$ cat src/design/acs_pkg.sv
// Constants, field layout and state type of the converter sequencer.
// Assumes one 125 MHz APB clock; the analog front-end sits outside.
package acs_pkg;

    // Register byte offsets
    localparam logic [7:0] OFS_CONTROL_FIRST  = 8'h00;
    localparam logic [7:0] OFS_CONTROL_SECOND = 8'h04;
    localparam logic [7:0] OFS_CONTROL_THIRD  = 8'h08;
    localparam logic [7:0] OFS_RESULT         = 8'h0C;
    localparam logic [7:0] OFS_INT_CONTROL    = 8'h10;

    // Control first fields
    localparam int CH_LSB       = 0;
    localparam int CH_MSB       = 2;
    localparam int MODE_BIT     = 3;
    localparam int TRIG_SEL_BIT = 4;
    localparam int START_BIT    = 5;
    localparam int DIV_LSB      = 6;
    localparam int DIV_MSB      = 7;

    // Control second and third fields
    localparam int BITS10_BIT   = 0;
    localparam int REF_CONN_BIT = 1;
    localparam int SH_BIT       = 0;
    localparam int GROUP_BIT    = 1;

    // Interrupt control fields
    localparam int PEND_BIT     = 0;
    localparam int UNDEF_BIT    = 1;

    // Reset values
    localparam logic [7:0] RST_CONTROL_FIRST  = 8'h00;
    localparam logic [7:0] RST_CONTROL_SECOND = 8'h00;
    localparam logic [7:0] RST_CONTROL_THIRD  = 8'h00;
    localparam logic [9:0] RST_RESULT         = 10'h000;

    // Conversion lengths in converter clocks
    localparam logic [5:0] CYC_PLAIN_8  = 6'd49;
    localparam logic [5:0] CYC_PLAIN_10 = 6'd59;
    localparam logic [5:0] CYC_SH_8     = 6'd28;
    localparam logic [5:0] CYC_SH_10    = 6'd33;

    typedef enum logic {ACS_IDLE, ACS_CONV} acs_state_type;

endpackage

$ cat src/design/acs_sequencer.sv
// Converter mode, trigger and timing sequencer with its APB register file.
// Assumes APB master on pclk; analog front-end returns conv_data when asked.
`timescale 1ns/1ns
module acs_sequencer
(
    // Clock and reset
    input  wire logic        pclk,
    input  wire logic        presetn,
    // APB slave
    input  wire logic        psel,
    input  wire logic        penable,
    input  wire logic        pwrite,
    input  wire logic [7:0]  paddr,
    input  wire logic [31:0] pwdata,
    output logic      [31:0] prdata,
    output logic             pready,
    output logic             pslverr,
    // Timer trigger events, one-cycle pulses
    input  wire logic        pwm_match_a_zero,
    input  wire logic        pwm_underflow_one,
    // Analog front-end
    input  wire logic [9:0]  conv_data,
    output logic      [3:0]  ad_channel,
    output logic             ad_busy,
    output logic             ad_sample_hold,
    output logic             ad_bits10,
    output logic             ad_ref_connect,
    // Completion request level
    output logic             int_request
);

    typedef struct packed {
        acs_pkg::acs_state_type state;
        logic                   busy;
        logic [7:0]             first;
        logic [7:0]             second;
        logic [7:0]             third;
        logic [9:0]             result;
        logic                   pending;
        logic                   undef;
        logic [3:0]             channel;
        logic [2:0]             div_cnt;
        logic [5:0]             phi_cnt;
        logic [31:0]            prdata;
        logic                   pready;
        logic                   pslverr;
    } acs_regs_type;

    acs_regs_type s;
    acs_regs_type next_s;

    // Channel code plus group to input index; bit 4 flags a legal pair
    function automatic logic [4:0] chan_decode(input logic [2:0] code, input logic grp);
        logic [4:0] r;
        r = {1'b1, 1'b0, code};
        if (grp)
        begin
            r = {code[2], 2'b10, code[1:0]};
        end
        return r;
    endfunction

    // Conversion length from timing option and resolution
    function automatic logic [5:0] conv_len(input logic sh, input logic b10);
        logic [5:0] r;
        if (sh)
        begin
            r = b10 ? acs_pkg::CYC_SH_10 : acs_pkg::CYC_SH_8;
        end
        else
        begin
            r = b10 ? acs_pkg::CYC_PLAIN_10 : acs_pkg::CYC_PLAIN_8;
        end
        return r;
    endfunction

    logic       acc;
    logic       wr_fire;
    logic       phi_en;
    logic       done;
    logic       trig;
    logic       hit;
    logic [2:0] div_mask;
    logic [4:0] sel;
    logic [5:0] target;

    // Bus phase decode; write lands on the edge that sees pready high
    assign acc     = psel && penable;
    assign wr_fire = acc && s.pready && pwrite;
    assign trig    = pwm_match_a_zero || pwm_underflow_one;
    assign sel     = chan_decode(s.first[acs_pkg::CH_MSB:acs_pkg::CH_LSB],
                                 s.third[acs_pkg::GROUP_BIT]);
    assign target  = conv_len(s.third[acs_pkg::SH_BIT], s.second[acs_pkg::BITS10_BIT]);

    // Converter clock enable: divide pclk by 1, 2, 4 or 8
    always_comb
    begin
        case (s.first[acs_pkg::DIV_MSB:acs_pkg::DIV_LSB])
            2'h0:    div_mask = 3'h0;
            2'h1:    div_mask = 3'h1;
            2'h2:    div_mask = 3'h3;
            default: div_mask = 3'h7;
        endcase
    end
    assign phi_en = (s.div_cnt & div_mask) == div_mask;
    assign done   = s.busy && phi_en && (s.phi_cnt == target - 6'd1);

    // Address hit for mapped registers
    assign hit = (paddr == acs_pkg::OFS_CONTROL_FIRST) || (paddr == acs_pkg::OFS_CONTROL_SECOND)
              || (paddr == acs_pkg::OFS_CONTROL_THIRD) || (paddr == acs_pkg::OFS_RESULT)
              || (paddr == acs_pkg::OFS_INT_CONTROL);

    // Next-state logic: progress, then bus write, then start, then flag set
    always_comb
    begin
        logic [4:0] pick; // Input index of the pair standing after this edge
        pick           = 5'h00;
        next_s         = s;
        next_s.div_cnt = s.div_cnt + 3'h1;
        // Conversion progress and completion
        // Repeat mode keeps busy high and rearms the counter at once
        if (s.busy && phi_en)
        begin
            next_s.phi_cnt = s.phi_cnt + 6'd1;
        end
        if (done)
        begin
            next_s.result  = conv_data;
            next_s.phi_cnt = 6'd0;
            if (!s.first[acs_pkg::MODE_BIT])
            begin
                next_s.state = acs_pkg::ACS_IDLE;
                next_s.busy  = 1'b0;
                if (!s.first[acs_pkg::TRIG_SEL_BIT])
                begin
                    next_s.first[acs_pkg::START_BIT] = 1'b0;
                end
            end
        end
        // APB handshake: one wait state, answer registered
        next_s.pready  = 1'b0;
        next_s.pslverr = 1'b0;
        if (acc && !s.pready)
        begin
            next_s.pready  = 1'b1;
            next_s.pslverr = !hit;
            if (pwrite || !hit)
            begin
                next_s.prdata = 32'h0000_0000;
            end
            else if (paddr == acs_pkg::OFS_CONTROL_FIRST)
            begin
                next_s.prdata = {24'h00_0000, s.first};
            end
            else if (paddr == acs_pkg::OFS_CONTROL_SECOND)
            begin
                next_s.prdata = {24'h00_0000, s.second};
            end
            else if (paddr == acs_pkg::OFS_CONTROL_THIRD)
            begin
                next_s.prdata = {24'h00_0000, s.third};
            end
            else if (paddr == acs_pkg::OFS_RESULT)
            begin
                next_s.prdata = {22'h0, s.result};
            end
            else
            begin
                next_s.prdata = {30'h0, s.undef, s.pending};
            end
        end
        // Register writes
        // A first-register write mid-conversion poisons the result; it keeps running only if the write leaves start high
        if (wr_fire)
        begin
            if (paddr == acs_pkg::OFS_CONTROL_FIRST)
            begin
                next_s.first = pwdata[7:0];
                if (s.busy)
                begin
                    next_s.undef = 1'b1;
                    if (!pwdata[acs_pkg::START_BIT])
                    begin
                        next_s.state   = acs_pkg::ACS_IDLE;
                        next_s.busy    = 1'b0;
                        next_s.phi_cnt = 6'd0;
                    end
                end
            end
            else if (paddr == acs_pkg::OFS_CONTROL_SECOND)
            begin
                next_s.second = {6'h00, pwdata[1:0]};
            end
            else if (paddr == acs_pkg::OFS_CONTROL_THIRD)
            begin
                next_s.third = {6'h00, pwdata[1:0]};
            end
            else if (paddr == acs_pkg::OFS_INT_CONTROL)
            begin
                if (!pwdata[acs_pkg::PEND_BIT])
                begin
                    next_s.pending = 1'b0;
                end
            end
        end
        // Start: refused and cleared for a prohibited channel pair
        if (!next_s.busy && next_s.first[acs_pkg::START_BIT])
        begin
            // The write that sets start also sets code: decode what lands with the stored group
            pick = chan_decode(next_s.first[acs_pkg::CH_MSB:acs_pkg::CH_LSB],
                               next_s.third[acs_pkg::GROUP_BIT]);
            if (!pick[4])
            begin
                next_s.first[acs_pkg::START_BIT] = 1'b0;
            end
            else if (!next_s.first[acs_pkg::TRIG_SEL_BIT] || trig)
            begin
                next_s.state   = acs_pkg::ACS_CONV;
                next_s.busy    = 1'b1;
                next_s.phi_cnt = 6'd0;
                next_s.undef   = 1'b0;
                next_s.channel = pick[3:0];
            end
        end
        // Completion request, one-shot only; set wins over a clear
        if (done && !s.first[acs_pkg::MODE_BIT])
        begin
            next_s.pending = 1'b1;
        end
    end

    // State register
    always_ff @(posedge pclk or negedge presetn)
    begin
        if (!presetn)
        begin
            s         <= '0;
            s.state   <= acs_pkg::ACS_IDLE;
            s.first   <= acs_pkg::RST_CONTROL_FIRST;
            s.second  <= acs_pkg::RST_CONTROL_SECOND;
            s.third   <= acs_pkg::RST_CONTROL_THIRD;
            s.result  <= acs_pkg::RST_RESULT;
        end
        else
        begin
            s <= next_s;
        end
    end

    // Outputs straight from the state register
    assign prdata         = s.prdata;
    assign pready         = s.pready;
    assign pslverr        = s.pslverr;
    assign ad_channel     = s.channel;
    assign ad_busy        = s.busy;
    assign ad_sample_hold = s.third[acs_pkg::SH_BIT];
    assign ad_bits10      = s.second[acs_pkg::BITS10_BIT];
    assign ad_ref_connect = s.second[acs_pkg::REF_CONN_BIT];
    assign int_request    = s.pending;

    // Converter clocks seen in the running conversion, for the length check
    logic [6:0] phi_seen;
    always_ff @(posedge pclk or negedge presetn)
    begin
        if (!presetn)
        begin
            phi_seen <= 7'h00;
        end
        else if (!s.busy || done)
        begin
            phi_seen <= 7'h00;
        end
        else if (phi_en)
        begin
            phi_seen <= phi_seen + 7'h01;
        end
    end

    logic wr_first;
    assign wr_first = wr_fire && (paddr == acs_pkg::OFS_CONTROL_FIRST);
endmodule

$ cat config.mk
export PLATFORM = sky130hd
export DESIGN_NAME = acs_sequencer
export DESIGN_NICKNAME = d
export VERILOG_FILES = /design/src/design/acs_pkg.sv /design/src/design/acs_sequencer.sv
export SDC_FILE = /design/constraint.sdc
export NUM_CORES = 1
export LEC_CHECK = 0
export ABC_AREA = 1
export ABC_CLOCK_PERIOD_IN_PS = 2610
export BUFFER_PORTS_ARGS = -buffer_cell sky130_fd_sc_hd__buf_2
export CAP_MARGIN = 15
export CELL_PAD_IN_SITES_DETAIL_PLACEMENT = 1
export CELL_PAD_IN_SITES_GLOBAL_PLACEMENT = 1
export CORE_ASPECT_RATIO = 1.25
export CORE_UTILIZATION = 37
export CTS_BUF_LIST = sky130_fd_sc_hd__clkbuf_2 sky130_fd_sc_hd__clkbuf_4 sky130_fd_sc_hd__clkbuf_8
export DETAILED_ROUTE_END_ITERATION = 12
export PLACE_DENSITY = 0.85
export SYNTH_ARGS = -nofsm -noshare
export SYNTH_HDL_FRONTEND = slang
export SYNTH_SLANG_ARGS = --single-unit
$ cat constraint.sdc
create_clock -name pclk -period 2.61 [get_ports pclk]
set_input_delay 0.522 -clock pclk [delete_from_list [all_inputs] [get_ports pclk]]
set_output_delay 0.522 -clock pclk [all_outputs]
set_load 0.01 [all_outputs]
Yosys cells after proc, flatten, opt, wreduce, memory -nomap -nowiden:

Cells that the tools add are included.

* $add $sub $neg: 3
* multiplexer cells: 51
* reductions and logical operators: 29
* shift-type cells: 0
* multipliers: 0
* equality and inequality tests: 12
* bitwise operators: 3
* divide/modulo/power cells: 0
* order comparisons: 0

Operator list (number)
* 2-to-1 mux 10 bit: 7
* 2-to-1 mux 6 bit: 11
* 2-to-1 mux 26 bit: 1
* 2-to-1 mux 5 bit: 5
* 2-to-1 mux 2 bit: 12
* == test 8 x 4 -> 1 bit (second input constant): 2
* 2-to-1 mux 1 bit: 13
* case mux 3 bit (3 select lines): 1
* == test 8 x 3 -> 1 bit (second input constant): 1
* == test 8 x 5 -> 1 bit (second input constant): 1
* logical AND 1 bit: 8
* logical NOT 8 bit: 1
* logical OR 1 bit: 7
* adder 6 x 1 -> 6 bit (second input constant): 1
* == test 6 bit: 1
* inequality test 2 x 1 -> 1 bit (second input constant): 3
* AND reduction 3 bit: 2
* AND reduction 6 bit: 1
* subtractor 6 x 1 -> 6 bit (second input constant): 1
* logical NOT 1 bit: 5
* 2-to-1 mux 4 bit: 1
* AND reduction 4 bit: 1
* nonzero test 2 bit: 2
* adder 3 x 1 -> 3 bit (second input constant): 1
* other kinds (8): 9

* register bits: 51
* output and inout port bits: 43
* memory bits (writable): 0
* memory bits (read-only): 0
* bits in latches: 0
* bits of input ports: 57
* memories: 0
* word-level logic and storage cells: 114

Depth between registers and ports, before layout:

Gate-level depths: netlist of the first run.

* depth in word-level cells: 17
* gate-level depth with buffers: 15
* depth with buffers taken out: 14

Worst setup path before layout of the first run:

No wires, ideal clock.

* kind: register to register
* start: reg s (netlist bit ad_bits10)
* end: reg s[35] (netlist name)
* path buffers: 1
* library setup time: 0.122 ns
* clock period less this slack: 1.877 ns
* data arrival time: 1.754 ns
* data required time: 2.488 ns
* slack: 0.733 ns
* cell stages (with the launch flop): 14
* cells stage by stage: dfrtp_1 -> inv_1 -> ha_1 -> nor2_1 -> nor2_1 -> nor2_1 -> nand2_1 -> nor2_1 -> buf_2 -> inv_2 -> o31ai_1 -> inv_1 -> nand2_4 -> nor2_2

RTL lines
* start, declared: RTL line acs_sequencer.sv:49 `acs_regs_type s;`
* start signal, assigned: RTL line acs_sequencer.sv:246 `s <= next_s;`

Worst setup path after layout of the first run:

* start: reg s (netlist bit ad_bits10)
* end: reg s (netlist bit ad_channel[2])

* cells in the longest elaborated chain, start to end: 13
* elaborated cells between the ends (all ways): 15
* classes of those cells: add/sub (1); eq/ne (1); mux (9); reduce/logical (4)

RTL lines
* 2-to-1 mux 6 bit / 2-to-1 mux 4 bit (equally long branches): RTL line acs_sequencer.sv:68, acs_sequencer.sv:72
* 2-to-1 mux 6 bit (*): RTL line acs_sequencer.sv:66 `if (sh)`
* subtractor 6 x 1 -> 6 bit (*): RTL line acs_sequencer.sv:106 `assign done = s.busy && phi_en && (s.phi_cnt == target - 6'd1);`
* == test 6 bit (*): RTL line acs_sequencer.sv:106
* logical AND 1 bit (*): RTL line acs_sequencer.sv:106
* 2-to-1 mux 2 bit: RTL line acs_sequencer.sv:126 `if (done)`
* 2-to-1 mux 2 bit: RTL line acs_sequencer.sv:182 `if (!pwdata[acs_pkg::START_BIT])`
* 2-to-1 mux 2 bit: RTL line acs_sequencer.sv:179 `if (s.busy)`
* 2-to-1 mux 10 bit: RTL line acs_sequencer.sv:176 `if (paddr == acs_pkg::OFS_CONTROL_FIRST)`
* 2-to-1 mux 26 bit (*): RTL line acs_sequencer.sv:174 `if (wr_fire)`
* logical NOT 1 bit: RTL line acs_sequencer.sv:207 `if (!next_s.busy && next_s.first[acs_pkg::START_BIT])`
* logical AND 1 bit (*): RTL line acs_sequencer.sv:207
* AND reduction 3 bit (no line) (*)

Mark *: on every way between the ends. The rest lies on a longest branch, timed or not.
A chain may end at the register's enable or synchronous reset.

==> impl_metrics.env, run 1 <==
export IMPL_synth_area_um2=2820
export IMPL_synthFlopType="dfrtp_1"
export IMPL_synth_async_sr_flop_share_pct=100
export IMPL_min_period_ps=2260
export IMPL_setup_viol=0
export IMPL_boundaryPins=100
export IMPL_rows=35
export IMPL_port_buffers=53
export IMPL_ys_ff_latch=50
export IMPL_syn_to_final_growth_pct=11.6
export IMPL_fmax_mhz=443
export IMPL_postCtsHoldBufs=0
export IMPL_n_antenna_cell=0
export IMPL_cts_resized=0
export IMPL_synth_edf_count=0
export IMPL_status="finished clean"
export IMPL_tightest_slew_ps=689
export IMPL_worstSetupEndpointType="flip-flop"
export IMPL_ant_nets=0
export IMPL_worstPathCellList="inv_1 -> ha_1 -> nor3_1 -> nand2_1 -> nand2_1 -> nand2_1 -> nor2_1 -> buf_4 -> nand3_1 -> nand2_1 -> nor2_4 -> nand3b_1 -> nand2_1"
export IMPL_cp_data_required_time_ps=2810
export IMPL_start_kind="flip-flop"
export IMPL_path_clk_slew_ps=90
export IMPL_fin_skew_ps=4.96
export IMPL_vias_per_cell=4.81
export IMPL_critPathKind="flip-flop to flip-flop"
export IMPL_htreeDepth=2
export IMPL_cts_root_buffer="clkbuf_8"
export IMPL_finalSetupTns_ps=0
export IMPL_cpPeakStageDelay_ps=460
export IMPL_drt_iter0_drc=109
export IMPL_synth_top_cell_by_area="dfrtp_1"
export IMPL_cp_common_cell="nand2_1"
export IMPL_routabilityCongestion=0.783
export IMPL_fin_crit_sh_pct=86.5
export IMPL_p_total_mw=1.43
export IMPL_yosys_area_top_type_share_pct=44.4
export IMPL_worstPathMaxFanout=17
export IMPL_first_pass_iters=4
export IMPL_irDropWorstVdd_mv=0.196
export IMPL_grt_ovfl_total=0
export IMPL_cts_setup_buffers=0
export IMPL_synth_most_common_cell="nand2_1"
export IMPL_rsz0062_at_grt="false"
export IMPL_synth_common_cells="nand2_1, dfrtp_1, inv_1"
export IMPL_wl_um=7110
export IMPL_die_h_um=99.6
export IMPL_grt_pass1_vias=2486
export IMPL_place_hpwl_um=5350
export IMPL_antenna_found_initial=0
export IMPL_clk_path_buf_depth=2
export IMPL_timing_slew_headroom_pct=54.1
export IMPL_cpMaxStageDelayCell="dfrtp_1"
export IMPL_nets=450
export IMPL_die_w_um=80.1
export IMPL_synth_seq_area_share_pct=44.4
export IMPL_numCtsBuffers=5
export IMPL_drc=0
export IMPL_cts_sinks=50
export IMPL_clk_latency_ps=310
export IMPL_layout_drive_gt1_share_pct=25.4
export IMPL_power_density_nw_per_um2=453
export IMPL_start_util_pct=38.3
export IMPL_final_max_slew_viol_count=0
export IMPL_die_area_um2=7970
export IMPL_grt_max_degree=32
export IMPL_core_area_um2=7360
export IMPL_num_vias=2312
export IMPL_yosys_top_cells_area="dfrtp_1, nand2_1, buf_4"
export IMPL_synthCells=341
export IMPL_power_leakage_nw=1.74
export IMPL_avgSynthCellArea_um2=8.27
export IMPL_grt_total_usage_pct=19.2
export IMPL_cp_arrival_ps=2460
export IMPL_hold_viol=0
export IMPL_grt_pass1_wl_um=11600
export IMPL_cts_tree="built"
export IMPL_yosys_warnings=0
export IMPL_synth_cell_types=32
export IMPL_hold_path_class="primary input to asynchronous set/reset pin"
export IMPL_wl_per_cell_um=14.8
export IMPL_cap_viol_max_count=0
[critical path, delay by kind of cell, from the launching register on]
family | cells | cell delay (ps)
flops | 1 | 460
buf+inv | 2 | 340
fa+ha+maj | 1 | 210
simple gates | 10 | 1130
[cells by family (layout without fill, tap and decap cells)]
group | after synthesis | in the layout | share of synthesized area, %
buf+inv | 93 | 120 | 17.2
fa+ha+maj | 5 | 5 | 2.22
simple gates | 136 | 136 | 23.9
xor+xnor | 6 | 6 | 1.86
compound gates | 50 | 50 | 10.3
other cells | 1 | 22 | 0.133
flops | 50 | 50 | 44.4
[registers in the layout (all words and copies together), names as in the netlist]
register,cells
ad_ref_connect,1
ad_channel,4
ad_bits10,1
pready,1
ad_busy,1
ad_sample_hold,1
s,29
pslverr,1
prdata,10
int_request,1
[worst paths after layout]
check	start	end	slack, ps	cells after the start
max	ad_bits10	ad_channel[2]	350	13
min	presetn	prdata[7]	250	1
max reg2reg	ad_bits10	ad_channel[2]	350	13
min reg2reg	ad_channel[1]	ad_channel[1]	480	2
max in group asynchronous	presetn	s[60]	1720	2
min in group pclk	pwdata[7]	s[82]	420	3
[placed cells by master, fill, tap and decap left out]
cell type	n
nor2_1	14
ha_1	5
nand2_1	74
clkbuf_4	1
nand3_2	1
xor2_1	6
o211ai_1	2
nand3_1	14
inv_2	8
nor2_2	10
o31ai_1	1
o21ai_1	3
nor3_1	3
nor2_4	4
nand4_4	1
nor2_8	1
bufinv_16	1
nand3b_1	2
clkinvlp_4	1
inv_1	46
clkbuf_8	5
a21oi_1	5
a2bb2oi_1	1
o22ai_1	4
conb_1	22
buf_4	5
nand2_4	2
a22o_1	6
dfrtp_1	50
o21ai_0	28
or2_1	1
nand2_2	5
or2_2	1
nand4_1	3
buf_2	53
[area by class of cell]
| type | instances | area (µm²) |
|---|---|---|
| sequential | 50 | 1250 |
| tap | 92 | 115 |
| clock buffer | 6 | 76.3 |
| multi-input combinational | 219 | 1160 |
| clock inverter | 2 | 37.5 |
| inverter | 54 | 203 |
| timing repair buffer | 58 | 303 |
| fill | 935 | 4210 |
[metrics by stage]
stage | setup slack [ps] | util (%) | area [µm²] | hold WS [ps] | std cells
after floorplan | 733 | - | 2900 | 226 | 362
after global placement | 432 | 41.2 | 3030 | 450 | 473
after detailed placement | 354 | 41.2 | 3030 | 461 | 473
after CTS | 293 | 42.8 | 3150 | 266 | 481
after global routing | 93.4 | 42.8 | 3150 | 290 | 481
final | 353 | 42.8 | 3150 | 249 | 481
[per-layer routing]
layer	global-route usage, %	routed length (µm)	share of wire [%]	vias to the layer above
met1	20.7	2740	39	1144
met4	8.65	180	2.5	0
li1	-	-	-	1105
met5	0	0	0	-
met2	36.6	3980	56	50
met3	2.39	205	2.9	13
[power by group]
group | total (mW) | switching (mW) | internal (mW)
Combinational | 0.0916 | 0.0640 | 0.0277
Clock | 0.556 | 0.260 | 0.297
Sequential | 0.778 | 0.00163 | 0.777
Total | 1.43 | 0.325 | 1.10
Power figures use the tool's default switching activity.
==> run 2: changes to the inputs <==
--- a/config.mk
+++ b/config.mk
@@ -9,10 +9,11 @@
 export ABC_CLOCK_PERIOD_IN_PS = 2610
 export BUFFER_PORTS_ARGS = -buffer_cell sky130_fd_sc_hd__buf_2
 export CAP_MARGIN = 15
-export CELL_PAD_IN_SITES_DETAIL_PLACEMENT = 1
-export CELL_PAD_IN_SITES_GLOBAL_PLACEMENT = 1
+export CELL_PAD_IN_SITES_DETAIL_PLACEMENT = 2
+export CELL_PAD_IN_SITES_GLOBAL_PLACEMENT = 2
 export CORE_ASPECT_RATIO = 1.25
-export CORE_UTILIZATION = 37
+export CORE_MARGIN = 10
+export CORE_UTILIZATION = 29
 export CTS_BUF_LIST = sky130_fd_sc_hd__clkbuf_2 sky130_fd_sc_hd__clkbuf_4 sky130_fd_sc_hd__clkbuf_8
 export DETAILED_ROUTE_END_ITERATION = 12
 export PLACE_DENSITY = 0.85
==> impl_metrics.env, run 2 (synthesized netlist as in run 1, its figures left out) <==
export IMPL_cp_depth=13
export IMPL_cpMaxStageDelayCell="dfrtp_1"
export IMPL_final_cell_mix="nand2_1, buf_2, dfrtp_1, inv_1, o21ai_0"
export IMPL_tightest_slew_ps=665
export IMPL_setup_viol=0
export IMPL_die_w_um=108
export IMPL_start_kind="flip-flop"
export IMPL_die_h_um=130
export IMPL_cpPeakStageDelay_ps=430
export IMPL_fin_hold_ws_ps=326
export IMPL_clk_path_buf_depth=2
export IMPL_startpoint="ad_bits10"
export IMPL_ant_nets=0
export IMPL_wl_um=8310
export IMPL_grt_max_degree=51
export IMPL_drt_iter0_drc=94
export IMPL_path_buf_inv=2
export IMPL_layout_drive_gt1_share_pct=25.1
export IMPL_nets=449
export IMPL_cts_resized=0
export IMPL_grt_total_usage_pct=12.2
export IMPL_boundaryPins=100
export IMPL_critPathKind="flip-flop to flip-flop"
export IMPL_first_pass_iters=4
export IMPL_reg2reg_slack_ps=390
export IMPL_regMostFlops="s"
export IMPL_drc=0
export IMPL_cap_viol_max_count=0
export IMPL_clk_latency_ps=300
export IMPL_grt_pass1_wl_um=13900
export IMPL_die_area_um2=14100
export IMPL_rows=40
export IMPL_place_hpwl_um=6650
export IMPL_timing_slew_headroom_pct=55.7
export IMPL_cp_arrival_ps=2410
export IMPL_worstReg2RegStart="ad_bits10"
export IMPL_fmax_mhz=451
export IMPL_min_period_ps=2220
export IMPL_largest_register_ffs=29
export IMPL_worstPathCellList="inv_1 -> ha_1 -> nor2_1 -> nor2_1 -> nor2_1 -> nand2_1 -> nor2_1 -> buf_4 -> nand3_1 -> nand2_1 -> nor2_4 -> nand3_1 -> nand2_1"
export IMPL_cts_tree="built"
export IMPL_cts_root_buffer="clkbuf_8"
export IMPL_htreeDepth=2
export IMPL_worstSetupEndpointType="flip-flop"
export IMPL_fin_skew_ps=6.41
export IMPL_routabilityCongestion=0.828
export IMPL_syn_to_final_growth_pct=11.6
export IMPL_vias_per_cell=4.48
export IMPL_path_clk_slew_ps=90
export IMPL_start_util_pct=29.5
export IMPL_port_buffers=53
export IMPL_core_area_um2=9560
export IMPL_hold_path_class="primary input to asynchronous set/reset pin"
export IMPL_grt_pass1_vias=2734
export IMPL_power_density_nw_per_um2=416
export IMPL_n_antenna_cell=0
export IMPL_hold_viol=0
export IMPL_path_delay_family="simple AND/OR/NAND/NOR gates"
export IMPL_antenna_found_initial=0
export IMPL_irDropWorstVdd_mv=0.172
export IMPL_num_vias=2298
export IMPL_rsz0062_at_grt="false"
export IMPL_p_total_mw=1.31
export IMPL_power_leakage_nw=1.72
export IMPL_numCtsBuffers=5
export IMPL_postCtsHoldBufs=0
export IMPL_final_max_slew_viol_count=0
export IMPL_r2r_cells=13
export IMPL_wl_per_cell_um=16.2
export IMPL_cts_setup_buffers=0
export IMPL_timing_rr_end="ad_channel[0]"
export IMPL_cp_endpoint="ad_channel[0]"
export IMPL_cp_data_required_time_ps=2800
export IMPL_status="finished clean"
export IMPL_cp_common_cell="nor2_1"
export IMPL_fin_crit_sh_pct=85.0
export IMPL_finalSetupTns_ps=0
export IMPL_grt_ovfl_total=0
export IMPL_worstPathMaxFanout=17
export IMPL_final_common_cell="nand2_1"
export IMPL_cts_sinks=50
==> run 2: cell count changes in the layout (fill, tap and decap cells not counted), sizes merged <==
cell,delta
clkinv,+2
clkinvlp,-1
buf,-1
clkbuf,-1
bufinv,-1
==> run 2: final cells by class <==
cell class                      instances  area [µm²]
Tap cell                              126         158
Inverter                               54         203
Multi-Input combinational cell        219        1160
Clock buffer                            5        68.8
Sequential cell                        50        1250
Timing Repair Buffer                   57         295
Clock inverter                          2        10.0
Fill cell                            1123        6410
==> run 2: how the worst min path moves through the flow <==
| stage | from | to | slack (ps) | depth (start not counted) |
|---|---|---|---|---|
| floorplan | presetn | ad_bits10 | 230 | 0 |
| global placement | s[42] | s[42] | 450 | 1 |
| detailed placement | ad_channel[3] | ad_channel[3] | 470 | 2 |
| CTS | presetn | s[55] | 360 | 2 |
| global route | presetn | prdata[7] | 370 | 2 |
| finish | presetn | prdata[7] | 330 | 2 |
==> run 2: worst register-to-register path: stages (launching register included) <==
cell	delay, ps
dfrtp_1	430
inv_1	80
ha_1	310
nor2_1	110
nor2_1	50
nor2_1	140
nand2_1	70
nor2_1	140
buf_4	240
nand3_1	160
nand2_1	170
nor2_4	70
nand3_1	80
nand2_1	70
==> run 2: routing by layer <==
metal | wire length (µm) | vias up | track usage, %
li1 | - | 1096 | -
met1 | 3390 | 1144 | 14.2
met2 | 4460 | 49 | 21.7
met3 | 354 | 9 | 2.76
met4 | 112 | 0 | 3.70
met5 | 0 | - | 0
==> run 2: metrics by stage <==
stage	util, %	cell area [µm²]	worst slack [ps]	instances
after floorplan	-	2900	733	362
after global placement	32.1	3070	448	506
after detailed placement	32.1	3070	363	506
after CTS	32.9	3150	364	513
after global routing	32.9	3150	108	513
final	32.9	3150	392	513
==> run 2: power breakdown <==
group / internal [mW] / switching [mW]
clock network: 0.181 / 0.258
registers: 0.777 / 0.00164
logic: 0.0267 / 0.0654
==> run 3: changes to the inputs <==
--- a/config.mk
+++ b/config.mk
@@ -6,7 +6,7 @@
 export NUM_CORES = 1
 export LEC_CHECK = 0
 export ABC_AREA = 1
-export ABC_CLOCK_PERIOD_IN_PS = 2610
+export ABC_CLOCK_PERIOD_IN_PS = 2050
 export BUFFER_PORTS_ARGS = -buffer_cell sky130_fd_sc_hd__buf_2
 export CAP_MARGIN = 15
 export CELL_PAD_IN_SITES_DETAIL_PLACEMENT = 2
==> constraint.sdc (replaced) <==
create_clock -name pclk -period 2.05 [get_ports pclk]
set_input_delay 0.41 -clock pclk [delete_from_list [all_inputs] [get_ports pclk]]
set_output_delay 0.41 -clock pclk [all_outputs]
set_load 0.01 [all_outputs]
==> impl_metrics.env, run 3 (synthesized netlist as in run 1, its figures left out) <==
export IMPL_fin_hold_ws_ps=55.1
export IMPL_regMostFlops="s"
export IMPL_htreeDepth=2
export IMPL_clk_latency_ps=330
export IMPL_clk_path_buf_depth=2
export IMPL_port_buffers=53
export IMPL_grt_total_usage_pct=13.3
export IMPL_fillCellCount=1111
export IMPL_core_area_um2=9560
export IMPL_wl_per_cell_um=18.0
export IMPL_p_total_mw=1.84
export IMPL_power_leakage_nw=1.80
export IMPL_tightest_slew_ps=548
export IMPL_place_ws_ps=-114
export IMPL_setup_viol=0
export IMPL_rows=40
export IMPL_cap_viol_max_count=0
export IMPL_worstPathCellList="ha_4 -> nand2_2 -> nand2_2 -> nand2_2 -> nor2_4 -> nand2_2 -> nor2_4 -> nand3_2 -> nand4_4 -> nand2_8 -> nor2_4"
export IMPL_num_vias=2323
export IMPL_cpPeakStageDelay_ps=470
export IMPL_critPathKind="flip-flop to flip-flop"
export IMPL_worstSetupEndpointType="flip-flop"
export IMPL_fin_skew_ps=9.77
export IMPL_timing_slew_headroom_pct=63.5
export IMPL_syn_to_final_growth_pct=20.0
export IMPL_grt_pass1_vias=2819
export IMPL_cts_tree="built"
export IMPL_p_seq_share_pct=54.0
export IMPL_final_common_cell="nand2_1"
export IMPL_n_antenna_cell=0
export IMPL_numCtsBuffers=5
export IMPL_cell_internal_pwr_mw=1.39
export IMPL_routabilityCongestion=0.794
export IMPL_cp_common_cell="nand2_2"
export IMPL_path_clk_slew_ps=100
export IMPL_r2r_cells=11
export IMPL_cp_arrival_ps=2210
export IMPL_hold_path_class="primary input to asynchronous set/reset pin"
export IMPL_worstPathMaxFanout=6
export IMPL_vias_per_cell=4.44
export IMPL_reg2reg_slack_ps=100
export IMPL_first_pass_iters=4
export IMPL_nets=459
export IMPL_min_period_ps=1950
export IMPL_start_util_pct=29.5
export IMPL_drc=0
export IMPL_cts_root_buffer="clkbuf_8"
export IMPL_finalWorstSetupSlack_ps=105
export IMPL_clkPwrFrac_pct=39.4
export IMPL_final_max_slew_viol_count=0
export IMPL_wl_um=9410
export IMPL_path_buf_inv=0
export IMPL_p_comb_share_pct=6.7
export IMPL_die_w_um=108
export IMPL_layout_drive_gt1_share_pct=32.0
export IMPL_antenna_found_initial=0
export IMPL_boundaryPins=100
export IMPL_irDropWorstVdd_mv=0.221
export IMPL_power_density_nw_per_um2=543
export IMPL_cts_sinks=50
export IMPL_drt_iter0_drc=75
export IMPL_hold_viol=0
export IMPL_final_cell_mix="nand2_1, buf_2, dfrtp_1, inv_1, o21ai_0"
export IMPL_status="finished clean"
export IMPL_die_h_um=130
export IMPL_path_delay_family="simple AND/OR/NAND/NOR gates"
export IMPL_grt_ovfl_total=0
export IMPL_swShare_pct=24.5
export IMPL_start_kind="flip-flop"
export IMPL_fmax_mhz=514
export IMPL_die_area_um2=14100
export IMPL_place_hpwl_um=6990
export IMPL_fin_crit_sh_pct=94.9
export IMPL_grt_max_degree=29
export IMPL_p_switching_uw=450
export IMPL_cpMaxStageDelayCell="dfrtp_2"
export IMPL_grt_pass1_wl_um=14700
export IMPL_ant_nets=0
export IMPL_largest_register_ffs=29
export IMPL_cp_depth=11
export IMPL_cp_data_required_time_ps=2310
## run 3: cell types whose count changed in the layout (fill, tap and decap cells not counted), sizes merged
| cell | previous run | this run |
|---|---|---|
| buf | 57 | 67 |
| bufinv | 0 | 1 |
| clkinv | 2 | 1 |
## run 3: metal layers
layer	share of wire, %	track usage [%]
met5	0	0
met4	1.7	5.51
met3	4.2	3.40
met2	55	23.9
met1	39	14.4
## run 3: timing repair
action | 4_1_cts | 5_1_grt
hold buffers | 0 | 0
pin swaps | 2 | 14
setup endpoints to repair | 13 | 11
buffers inserted | 0 | 3
endpoints found under the hold margin | 0 | 0
resized for setup | 4 | 26
## run 3: power by group through the flow
stage | sequential, mW | combinational (mW) | clock, mW
finish | 0.991 | 0.122 | 0.723
global route | 0.992 | 0.141 | 0.786
CTS | 0.991 | 0.122 | 0.735
detailed placement | 1.01 | 0.122 | 0
global placement | 1.01 | 0.118 | 0
floorplan | 1.01 | 0.0783 | 0
## run 3: cell type report
type | instances | area, µm² | area share (%)
repair buffers | 67 | 387 | 11.4
multi-input cells | 219 | 1270 | 37.6
clock inverters | 2 | 38.8 | 1.15
inverters | 54 | 205 | 6.07
well taps | 126 | 158 | 4.66
flip-flops and latches | 50 | 1250 | 37.0
clock buffers | 5 | 68.8 | 2.03
## run 3: path summary, 6_finish.rpt
kind / start / end
max: ad_sample_hold / s[35]
min: presetn / s[41]
max reg2reg: ad_sample_hold / s[35]
min reg2reg: s[42] / s[42]
max in group asynchronous: presetn / ad_channel[0]
min in group pclk: conv_data[9] / s[58]
## run 3: stage by stage
stage | util [%] | cells | setup TNS (ps) | area, µm²
after floorplan | - | 362 | 0 | 2900
after global placement | 32.8 | 513 | 0 | 3130
after detailed placement | 32.8 | 513 | -1020 | 3130
after CTS | 34.1 | 520 | 0 | 3260
after global routing | 35.4 | 523 | -290 | 3380
final | 35.4 | 523 | 0 | 3380
